`src/rtl/scd_pkg.sv`:
```
// package for the switch configuration decoder: map, fields, timing
package scd_pkg;

  // bus map (byte addresses)
  localparam logic [4:0] SCD_OFS_SETTINGS = 5'h00;
  localparam logic [4:0] SCD_OFS_IPADDR   = 5'h04;
  localparam logic [4:0] SCD_OFS_IRQ_STAT = 5'h08;
  localparam logic [4:0] SCD_OFS_IRQ_MASK = 5'h0c;
  localparam logic [4:0] SCD_OFS_SIZES    = 5'h10;

  // interrupt status / mask bit positions
  localparam int SCD_EV_MISMATCH = 0;
  localparam int SCD_EV_STORED   = 1;
  localparam int SCD_EV_DHCP_CMD = 2;
  localparam int SCD_EV_FAULT    = 3;
  localparam int SCD_NUM_EV      = 4;
  localparam logic [3:0] SCD_MASK_RST = 4'h0;

  // switch positions inside each synchronised bank (position n -> bit n-1)
  localparam int SCD_B1_CFGMEM = 0;
  localparam int SCD_B1_BAUD_A = 1;
  localparam int SCD_B1_BAUD_B = 2;
  localparam int SCD_B1_OCTET3 = 7;
  localparam int SCD_B3_VSEL_A = 0;
  localparam int SCD_B3_VSEL_B = 1;
  localparam int SCD_B3_DIAG_A = 2;
  localparam int SCD_B3_DIAG_B = 3;
  localparam int SCD_B3_HOLD   = 4;
  localparam int SCD_B3_MANUAL = 5;
  localparam int SCD_B3_SPEED  = 6;
  localparam int SCD_B3_DUPLEX = 7;

  // fixed upper octets of a static address
  localparam logic [7:0] SCD_IP_OCT1 = 8'hc0;
  localparam logic [7:0] SCD_IP_OCT2 = 8'ha8;

  // diagnostic byte counts per mode 0..3, and the widest valve output image in bytes
  localparam logic [3:0] SCD_DIAG_B0 = 4'h0;
  localparam logic [3:0] SCD_DIAG_B1 = 4'h4;
  localparam logic [3:0] SCD_DIAG_B2 = 4'h6;
  localparam logic [3:0] SCD_DIAG_B3 = 4'hc;
  localparam logic [2:0] SCD_OUT_MAX = 3'h4;

  // switch settle time before the one-time capture
  localparam int CLK_MHZ          = 250;
  localparam int SCD_SETTLE_NS    = 1000;
  localparam int SCD_SETTLE_CYC   = (SCD_SETTLE_NS * CLK_MHZ + 999) / 1000;
  localparam logic [8:0] SCD_SETTLE_LAST = 9'(SCD_SETTLE_CYC - 1);

  typedef enum logic [1:0] {ADDR_STATIC, ADDR_DHCP, ADDR_REMOTE} scd_addr_mode_t;
  typedef enum logic [1:0] {PH_SETTLE, PH_CHECK, PH_RUN} scd_phase_t;

  typedef struct packed {
    logic           cfg_mem_on;
    logic [1:0]     baud;
    logic           octet3;
    logic [7:0]     octet4;
    scd_addr_mode_t addr_mode;
    logic [1:0]     vsel;
    logic [1:0]     diag_mode;
    logic           hold;
    logic           eth_manual;
    logic           eth_100;
    logic           eth_full;
  } scd_cfg_t;

  typedef struct packed {
    scd_phase_t       phase;
    logic [8:0]       settle_cnt;
    logic [23:0]      sync1;
    logic [23:0]      sync2;
    scd_cfg_t         cfg;
    logic             cfg_valid;
    logic             dhcp_en;
    logic             dhcp_request;
    logic             diag_err;
    logic             nv_cfg_wr;
    logic             nv_dhcp_wr;
    logic             fault_d;
    logic [31:0]      valve_out;
    logic [3:0]       irq_stat;
    logic [3:0]       irq_mask;
    logic             wr_pend;
    logic [4:0]       wr_addr;
    logic [31:0]      rdata;
  } scd_state_t;

endpackage

```
`src/rtl/scd_switch_config.sv`:
```
// power-up switch configuration decoder with ahb-lite register slave
//
// Contract
// - switches are sampled once after power-up; later changes are ignored.
// - every switch off means default; all off gives all defaults.
// - memory switch off at power-up stores detected configuration as reference.
// - memory switch on compares reference with detected; mismatch raises diagnostic error.
// - bank one positions 2,3 choose internal bus rate 1M/500k/250k/125k.
// - static address is 192.168.x.n from bank one pos 8 and bank two.
// - bank two all on selects dhcp; address not kept across power loss.
// - bank two all off selects remote mode driven by server commands.
// - after enable command, address is requested again at every power-up.
// - after disable command, previous address is kept across power cycles.
// - bank three positions 1,2 choose 32/24/16/8 valve outputs.
// - bank three positions 3,4 choose 0/4/6/12 diagnostic input bytes.
// - on fieldbus fault or idle, outputs clear unless hold switch is on.
// - bank three 6 off autonegotiates; else 7 picks speed, 8 duplex.
// - bank one positions 4 to 7 have no effect.
//
// The AHB-Lite interface to the registers and the address map are this design's own decisions.
`timescale 1ns/10ps

module scd_switch_config
  import scd_pkg::*;
(
  // clock and reset
  input  wire logic        hclk,
  input  wire logic        hresetn,
  // ahb-lite slave
  input  wire logic        hsel,
  input  wire logic [31:0] haddr,
  input  wire logic [1:0]  htrans,
  input  wire logic        hwrite,
  input  wire logic [2:0]  hsize,
  input  wire logic [31:0] hwdata,
  input  wire logic        hready,
  output logic             hreadyout,
  output logic             hresp,
  output logic [31:0]      hrdata,
  // switch pins, asynchronous
  input  wire logic [7:0]  switch_bank_one,
  input  wire logic [7:0]  switch_bank_two,
  input  wire logic [7:0]  switch_bank_three,
  // manifold configuration and nonvolatile store
  input  wire logic [31:0] unit_cfg,
  input  wire logic [31:0] nv_ref_cfg,
  input  wire logic        nv_dhcp_en,
  output logic             nv_cfg_wr,
  output logic [31:0]      nv_cfg_data,
  output logic             nv_dhcp_wr,
  output logic             nv_dhcp_data,
  // fieldbus side
  input  wire logic        bus_fault,
  input  wire logic [31:0] valve_in,
  input  wire logic        dhcp_cmd_enable,
  input  wire logic        dhcp_cmd_disable,
  output logic [31:0]      valve_out,
  // decoded settings
  output logic             cfg_valid,
  output logic [1:0]       baud_sel,
  output logic [31:0]      ip_addr,
  output scd_addr_mode_t   addr_mode,
  output logic             dhcp_request,
  output logic             retain_addr,
  output logic [2:0]       out_bytes,
  output logic [3:0]       diag_bytes,
  output logic             eth_auto,
  output logic             eth_100,
  output logic             eth_full,
  output logic             diag_err,
  // interrupt
  output logic             irq
);

  scd_state_t     st_ff;
  scd_state_t     nxt_st;
  scd_cfg_t       dec;
  logic [7:0]     b1;
  logic [7:0]     b2;
  logic [7:0]     b3;
  logic [31:0]    out_mask;
  logic [3:0]     ev;
  logic           addr_ok;
  logic [31:0]    rd_val;
  logic [31:0]    settings_word;
  logic [31:0]    sizes_word;

  assign b1 = st_ff.sync2[7:0];
  assign b2 = st_ff.sync2[15:8];
  assign b3 = st_ff.sync2[23:16];

  // decode of the synchronised switches; position off maps to code 0 = default
  always_comb begin
    dec            = '0;
    dec.cfg_mem_on = b1[SCD_B1_CFGMEM];
    dec.baud       = {b1[SCD_B1_BAUD_A], b1[SCD_B1_BAUD_B]};
    dec.octet3     = b1[SCD_B1_OCTET3];
    dec.octet4     = b2;
    if (&b2) begin
      dec.addr_mode = ADDR_DHCP;
    end else if (b2 == 8'h00) begin
      dec.addr_mode = ADDR_REMOTE;
    end else begin
      dec.addr_mode = ADDR_STATIC;
    end
    dec.vsel       = {b3[SCD_B3_VSEL_A], b3[SCD_B3_VSEL_B]};
    dec.diag_mode  = {b3[SCD_B3_DIAG_A], b3[SCD_B3_DIAG_B]};
    dec.hold       = b3[SCD_B3_HOLD];
    dec.eth_manual = b3[SCD_B3_MANUAL];
    dec.eth_100    = b3[SCD_B3_SPEED];
    dec.eth_full   = b3[SCD_B3_DUPLEX];
    // bank one positions 4..7 are never looked at
  end

  // settled outputs, all from the configuration flops except nv_cfg_data, which follows unit_cfg directly
  assign cfg_valid = st_ff.cfg_valid;
  assign baud_sel  = st_ff.cfg.baud;
  assign ip_addr   = {SCD_IP_OCT1, SCD_IP_OCT2, 7'h00, st_ff.cfg.octet3,
                      st_ff.cfg.octet4};
  assign addr_mode = st_ff.cfg.addr_mode;
  assign out_bytes = SCD_OUT_MAX - {1'b0, st_ff.cfg.vsel};
  assign eth_auto  = !st_ff.cfg.eth_manual;
  assign eth_100   = st_ff.cfg.eth_manual & st_ff.cfg.eth_100;
  assign eth_full  = st_ff.cfg.eth_manual & st_ff.cfg.eth_full;
  assign diag_err  = st_ff.diag_err;
  assign dhcp_request = st_ff.dhcp_request;
  assign retain_addr  = (st_ff.cfg.addr_mode == ADDR_REMOTE) && !st_ff.dhcp_en;
  assign nv_cfg_wr    = st_ff.nv_cfg_wr;
  assign nv_cfg_data  = unit_cfg;
  assign nv_dhcp_wr   = st_ff.nv_dhcp_wr;
  assign nv_dhcp_data = st_ff.dhcp_en;
  assign valve_out    = st_ff.valve_out;

  always_comb begin
    unique case (st_ff.cfg.diag_mode)
      2'b00:   diag_bytes = SCD_DIAG_B0;
      2'b01:   diag_bytes = SCD_DIAG_B1;
      2'b10:   diag_bytes = SCD_DIAG_B2;
      2'b11:   diag_bytes = SCD_DIAG_B3;
    endcase
  end

  // byte lanes beyond the selected output image are forced low
  genvar gi;
  generate
    for (gi = 0; gi < 4; gi++) begin : g_lane
      assign out_mask[gi*8 +: 8] = (gi < out_bytes) ? 8'hff : 8'h00;
    end
  endgenerate

  // bus side
  assign hreadyout = 1'b1;
  assign hresp     = 1'b0;
  assign hrdata    = st_ff.rdata;
  assign irq       = |(st_ff.irq_stat & st_ff.irq_mask);
  assign addr_ok   = hsel && htrans[1] && hready;

  assign settings_word = {9'h0, st_ff.cfg_valid, st_ff.cfg};
  assign sizes_word    = {16'h0, 2'h0, st_ff.phase, st_ff.dhcp_en, st_ff.diag_err,
                          1'b0, out_bytes, diag_bytes, retain_addr, dhcp_request};

  always_comb begin
    unique case (haddr[4:0])
      SCD_OFS_SETTINGS: rd_val = settings_word;
      SCD_OFS_IPADDR:   rd_val = ip_addr;
      SCD_OFS_IRQ_STAT: rd_val = {28'h0, st_ff.irq_stat};
      SCD_OFS_IRQ_MASK: rd_val = {28'h0, st_ff.irq_mask};
      SCD_OFS_SIZES:    rd_val = sizes_word;
      default:          rd_val = 32'h0;
    endcase
  end

  always_comb begin
    nxt_st            = st_ff;
    ev                = '0;
    nxt_st.sync1      = {switch_bank_three, switch_bank_two, switch_bank_one};
    nxt_st.sync2      = st_ff.sync1;
    nxt_st.nv_cfg_wr  = 1'b0;
    nxt_st.nv_dhcp_wr = 1'b0;
    nxt_st.fault_d    = bus_fault;

    unique case (st_ff.phase)
      PH_SETTLE: begin
        if (st_ff.settle_cnt == SCD_SETTLE_LAST) begin
          nxt_st.cfg       = dec;
          nxt_st.cfg_valid = 1'b1;
          nxt_st.dhcp_en   = nv_dhcp_en;
          nxt_st.phase     = PH_CHECK;
        end else begin
          nxt_st.settle_cnt = st_ff.settle_cnt + 9'h001;
        end
      end
      PH_CHECK: begin
        if (st_ff.cfg.cfg_mem_on) begin
          if (unit_cfg != nv_ref_cfg) begin
            nxt_st.diag_err = 1'b1;
            ev[SCD_EV_MISMATCH] = 1'b1;
          end
        end else begin
          nxt_st.nv_cfg_wr = 1'b1;
          ev[SCD_EV_STORED] = 1'b1;
        end
        unique case (st_ff.cfg.addr_mode)
          ADDR_DHCP:   nxt_st.dhcp_request = 1'b1;
          ADDR_REMOTE: nxt_st.dhcp_request = st_ff.dhcp_en;
          default:     nxt_st.dhcp_request = 1'b0;
        endcase
        nxt_st.phase = PH_RUN;
      end
      PH_RUN: begin
        if (st_ff.cfg.addr_mode == ADDR_REMOTE) begin
          if (dhcp_cmd_enable) begin
            nxt_st.dhcp_en    = 1'b1;
            nxt_st.nv_dhcp_wr = 1'b1;
            ev[SCD_EV_DHCP_CMD] = 1'b1;
          end else if (dhcp_cmd_disable) begin
            nxt_st.dhcp_en    = 1'b0;
            nxt_st.nv_dhcp_wr = 1'b1;
            ev[SCD_EV_DHCP_CMD] = 1'b1;
          end
        end
        if (bus_fault) begin
          if (!st_ff.cfg.hold) begin
            nxt_st.valve_out = 32'h0;
          end
        end else begin
          nxt_st.valve_out = valve_in & out_mask;
        end
      end
      default: nxt_st.phase = PH_SETTLE;
    endcase
    ev[SCD_EV_FAULT] = bus_fault && !st_ff.fault_d && (st_ff.phase == PH_RUN);

    // register writes land in the data phase
    nxt_st.wr_pend = addr_ok && hwrite;
    if (addr_ok) begin
      nxt_st.wr_addr = haddr[4:0];
      nxt_st.rdata   = hwrite ? 32'h0 : rd_val;
    end
    if (st_ff.wr_pend && st_ff.wr_addr == SCD_OFS_IRQ_STAT) begin
      nxt_st.irq_stat = st_ff.irq_stat & ~hwdata[3:0];
    end
    if (st_ff.wr_pend && st_ff.wr_addr == SCD_OFS_IRQ_MASK) begin
      nxt_st.irq_mask = hwdata[3:0];
    end
    // a new event wins over a clear in the same cycle
    nxt_st.irq_stat = nxt_st.irq_stat | ev;
  end

  always_ff @(posedge hclk or negedge hresetn) begin
    if (!hresetn) begin
      st_ff          <= '0;
      st_ff.phase    <= PH_SETTLE;
      st_ff.irq_mask <= SCD_MASK_RST;
    end else begin
      st_ff <= nxt_st;
    end
  end
endmodule

```
`config.mk`:
```
export PLATFORM = sky130hd
export DESIGN_NAME = scd_switch_config
export DESIGN_NICKNAME = d
export VERILOG_FILES = /design/src/rtl/scd_pkg.sv /design/src/rtl/scd_switch_config.sv
export SDC_FILE = /design/constraint.sdc
export NUM_CORES = 1
export LEC_CHECK = 0
export BUFFER_PORTS_ARGS = -buffer_cell sky130_fd_sc_hd__buf_4
export CAP_MARGIN = 20
export CORE_AREA = 2 2 136 138
export DETAILED_ROUTE_END_ITERATION = 7
export DIE_AREA = 0 0 138 140
export PLACE_DENSITY = 0.71
export REMOVE_ABC_BUFFERS = 1
export SETUP_SLACK_MARGIN = 0.05
export SLEW_MARGIN = 40
export SYNTH_ARGS = -nofsm -noshare
export SYNTH_HDL_FRONTEND = slang
export SYNTH_SLANG_ARGS = --single-unit
```
`constraint.sdc`:
```
create_clock -name hclk -period 2.3 [get_ports hclk]
set_input_delay 0.115 -clock hclk [delete_from_list [all_inputs] [get_ports hclk]]
set_output_delay 0.115 -clock hclk [all_outputs]
set_load 0.02 [all_outputs]
```
* Word-level counts from Yosys, hierarchy flattened
Cells that the tools add are included.
** Cells by class
- Equality and inequality tests :: 19
- Multiplexer cells :: 29
- Add/subtract/negate cells :: 2
- $lt $le $gt $ge :: 4
- Bitwise gates (word level) :: 9
- Reductions and logical operators :: 24
** Operators by type and width (count)
- $pmux W32 S5 :: 1
- $mux W32 :: 3
- $and A32 B32 Y32 :: 1
- $mux W8 :: 4
- $ne A32 B32 Y1 :: 1
- $eq A5 B4 Y1 const B :: 4
- $pmux W4 S4 :: 1
- $mux W1 :: 12
- $add A9 B1 Y9 const B :: 1
- $eq A9 B8 Y1 const B :: 1
- $and A4 B4 Y4 :: 2
- $eq A2 B2 Y1 const B :: 4
- $logic_and A1 B1 Y1 :: 8
- $logic_not A8 Y1 :: 1
- $mux W2 :: 4
- $reduce_and A2 Y1 :: 4
- $reduce_and A8 Y1 :: 1
- $eq A2 B1 Y1 const B :: 3
- $lt A1 B3 Y1 const A :: 2
- $lt A2 B3 Y1 const A :: 2
- $ne A2 B2 Y1 const B :: 3
- $pmux W2 S3 :: 1
- $eq A5 B3 Y1 const B :: 1
- $eq A5 B5 Y1 const B :: 1
- 15 further kinds :: 21
** Storage, ports and cells
- Input port bits :: 198
- Flip-flop bits (word level) :: 166
- Output and inout bits :: 152

* Logic depth before layout (Yosys ltp)
- Depth in word-level cells :: 5
- Depth in mapped cells :: 8

* Worst setup path after synthesis
OpenSTA, ideal clock, no wires.
- Path kind :: register to register
- From :: reg st_ff[158] (netlist name)
- To :: reg st_ff, in the netlist ip_addr[0]
- Arrival :: 1.502 ns
- Clock period less this slack :: 1.627 ns
- Setup time :: 0.125 ns
- Setup slack :: 0.673 ns
- Stages on the path, launching flop included :: 6
- Required time :: 2.175 ns
- Path through :: dfrtp_1 > and4_1 > nand4_1 > or3_4 > clkinv_4 > mux2_2
** On the way
- Longest elaborated chain between the ends :: 2
** RTL lines
- from (decl) :: RTL line scd_switch_config.sv:75 : scd_state_t st_ff;
- from (signal assigned) :: RTL line scd_switch_config.sv:256 : st_ff <= nxt_st;
- $eq A9 B8 Y1 :: RTL line scd_switch_config.sv:184 : if (st_ff.settle_cnt == SCD_SETTLE_LAST) begin
- $reduce_and A2 Y1 (no line)
Every way passes these cells.
A chain may end at the register's enable or synchronous reset.

* Final worst setup path
- From :: reg st_ff[158] (netlist name)
- To :: reg st_ff, in the netlist ip_addr[1]
The elaborated chain is that of the path after synthesis.

==> results.md <==
* Status: finished clean
* Synth Instances at 652
* Endpoints failing hold at 0
* Inserted Clock Buffers at 17
* Clock Latency Late Sink at between 0.4 and 0.5 ns
* Pin count of the biggest net entering global routing at between 60 and 70
* Critical Path, Cell by Cell: and4_1 > nand4_1 > or3_4 > clkinv_4 > mux2_2
* Post-route ant nets at 0
* Pins Over Slew Limit at 0
* Commonest non-fill, non-tap cells in the layout: 258 x buf_4, 150 x dfrtp_1, 109 x nand2_1
* Clock transition at the registers of the reported paths at 0.06 ns
* Delay of the slowest critical-path stage at between 0.4 and 0.5 ns
* Setup violators final at 0
* Total number of vias at 5,175
* Chip height at ~140 um
* RSZ-0062 raised after global routing: no
* Seq/Total Area, Yosys at between 50% and 60%
* Rel. slew slack at ~55%
* Setup TNS Final at 0 ns
* Number of DRC markers in iteration 0 at 247
* Number of max-cap violations at 0
* Worst setup margin at slightly above 0.3 ns
* Mean Syn Cell Area at 10.8 um2
* Post-CTS Resized at 0
* Combinational Power Share at 11.3%
* Drt wl/cell at between 15 and 20 um
* Post-Route WL at roughly 19,000 um
* Vias in the first global route at 5,402
* CP startpoint kind: flip-flop
* Post-synthesis register bit count at 150
* Synth Flop Type: dfrtp_1
* Int Power at a little under 5000 uW
* Rows at 49
* Die ar. at 0.0193 mm2
* HPWL Detailed at roughly 15,000 um
* Synth Cell Area at 0.00705 mm2
* Worst EP required at 2.60 ns
* Congestion Overflow GR at 0
* Most common cell after layout, fill and taps aside: buf_4
* Fin crit share at between 80% and 90%
* CTS max path bufs at 2
* Die X at ~140 um
* Crit. End Element: flip-flop
* Nets@finish at 1,066
* Synthesis Warnings at 0
* Delay-heaviest family, CP: simple AND/OR/NAND/NOR gates
* Area of the core at 0.0178 mm2
* Worst min path class: in2reg
* Peak supply drop at around 0.48 mV
* Area grow syn2layout at 35.1%
* CTS tree: built
* Vias per cell at 4.68
* Clock Skews at 0.00578 ns
* EDFF count, synth at 0
* Register share of total power at about 43%
* Critical path arrival at 2.29 ns
* Synth async-reset ratio at between 90% and 100%
* Pwr dens at between 600 and 700 mW/mm2
* Critical path's slowest cell: or3_4
* Crit path buf inv count at 1
* GP Congestion at ~0.8
* Yosys cell types at 45
* TritonRoute pass-1 iters at 5
* Switching Fraction at 23.4%
* CTS Sinks at 150
* Final Critical Period at 1.99 ns
* Crit path kind: reg2reg
* Initial antenna violation count at 2
* Share of cells above drive strength 1 at 36.8%
* IO buf count at 254
* Clock group share of total power at 45.6%
* Initial Util at around two fifths
* Tot GR Track Use at 20.1%
* Measured slew at the worst slew-check pin at 0.680 ns
* Finished Cell Area at 0.00952 mm2
* Worst reg2reg setup slack at 0.31 ns
* Critical Path Fanout Max at 28
* Finished Core Util at between 50% and 60%
* I/O Pins at 350
* H-tree levels at 4
* First-pass GRT wire length at 30,200 um
* DRC viols at 0
* Clk Tree Root Cell: clkbuf_16
* P_leak at 0.00474 uW
* Sw power at 1500 uW
* Peak Freq at just over 500 MHz
* Place WS at ~0.32 ns
* Power Total at 6420 uW
* Placed cell areas at 0.00828 mm2
-- power by group through the flow --
stage / logic (uW) / registers (uW) / clock network, uW
final: 724 / 2770 / 2930
after global routing: 773 / 2770 / 3120
after CTS: 725 / 2760 / 2990
after detailed placement: 636 / 2810 / 0
after global placement: 627 / 2810 / 0
after floorplan: 176 / 2830 / 0
-- layout make-up --
type                       instances  area, um2
clock buffer                      17        425
tap                              229        287
fill                            1572       8260
timing repair buffer             321       2580
antenna                            2       5.00
clock inverter                    15        205
multi-input combinational        363       2230
inverter                           9       38.8
sequential                       150       3750
-- routing by layer --
metal  wire length, um  track usage [%]  up-vias
li1                  -                -     2424
met1              8530             26.1     2488
met2              8790             30.9      214
met3              1580             7.35       47
met4               586             7.89        2
met5                11                0        -
-- cells in the mapped netlist (2+ instances only) --
| cell type | n | area (um2) |
|---|---|---|
| buf_4 | 143 | 1070 |
| xor2_1 | 2 | 17.5 |
| a21o_1 | 6 | 45.0 |
| or2_2 | 2 | 12.5 |
| nand2_1 | 109 | 409 |
| dfrtp_1 | 150 | 3750 |
| ha_1 | 6 | 75.1 |
| xnor2_1 | 38 | 333 |
| a32oi_1 | 4 | 35.0 |
| nor2b_1 | 3 | 18.8 |
| nand4_1 | 14 | 87.6 |
| mux2_2 | 17 | 191 |
| nand2b_1 | 3 | 18.8 |
| a21oi_1 | 4 | 20.0 |
| conb_1 | 2 | 7.51 |
| nor2_1 | 12 | 45.0 |
| a22o_1 | 17 | 149 |
| a22oi_1 | 6 | 45.0 |
| and2_1 | 4 | 25.0 |
| nor3b_1 | 2 | 15.0 |
| mux4_2 | 4 | 90.1 |
| nand3_1 | 29 | 145 |
| inv_1 | 8 | 30.0 |
| nor4_1 | 4 | 25.0 |
| buf_2 | 2 | 10.0 |
| mux2i_1 | 5 | 50.1 |
| o21ai_0 | 26 | 130 |
| clkbuf_1 | 13 | 48.8 |
-- timing repair --
item | 4_1_cts | 5_1_grt
hold endpoints to repair | 124 | 0
hold buffers | 61 | 0
buffers inserted | 0 | 0
-- registers in the layout, summed over array words and instances (netlist names), 4 cells and up --
register / flops
valve_out: 32
hrdata: 24
st_ff: 24
nxt_st: 20
ip_addr: 9
settings_word: 9
b2: 8
b3: 8
b1: 4
-- through the flow --
step | cells | hold slack [ns]
2_1_floorplan | 522 | -0.181
3_3_place_gp | 1011 | 0.127
3_5_place_dp | 1011 | 0.132
4_1_cts | 1104 | 0.0305
5_1_grt | 1104 | 0.0450
6_report | 1106 | 0.0517
-- final timing paths --
check | start | to | cells after the start
max in group asynchronous | hresetn | b2[3]$_DFF_PN0_ | 3
setup / recovery | st_ff[158]$_DFFE_PN0P_ | ip_addr[1]$_DFFE_PN0P_ | 5
hold reg to reg | nxt_st[117]$_DFF_PN0_ | b2[2]$_DFF_PN0_ | 0
setup reg to reg | st_ff[158]$_DFFE_PN0P_ | ip_addr[1]$_DFFE_PN0P_ | 5
hold / removal | haddr[3] | st_ff[35]$_DFFE_PN0P_ | 2
min in group asynchronous | hresetn | valve_out[2]$_DFFE_PN0P_ | 2
-- worst register-to-register path: stages (launching register included) --
cell	delay (ns)
dfrtp_1	0.44
and4_1	0.23
nand4_1	0.14
or3_4	0.46
clkinv_4	0.22
mux2_2	0.38
-- logic make-up (layout without fill, tap and decap cells) --
family	after synthesis	count (layout)	share of synthesized area, %
buffers and inverters	169	362	16.7
AND/OR/NAND/NOR	191	191	12.5
multiplexers	26	26	4.70
AO/OA/AOI/OAI	68	68	6.66
other	2	34	0.107
flip-flops	150	150	53.2
adder cells (fa/ha/maj)	6	6	1.06
XOR/XNOR	40	40	4.97
Note: power is estimated with default switching activity, not from simulation.
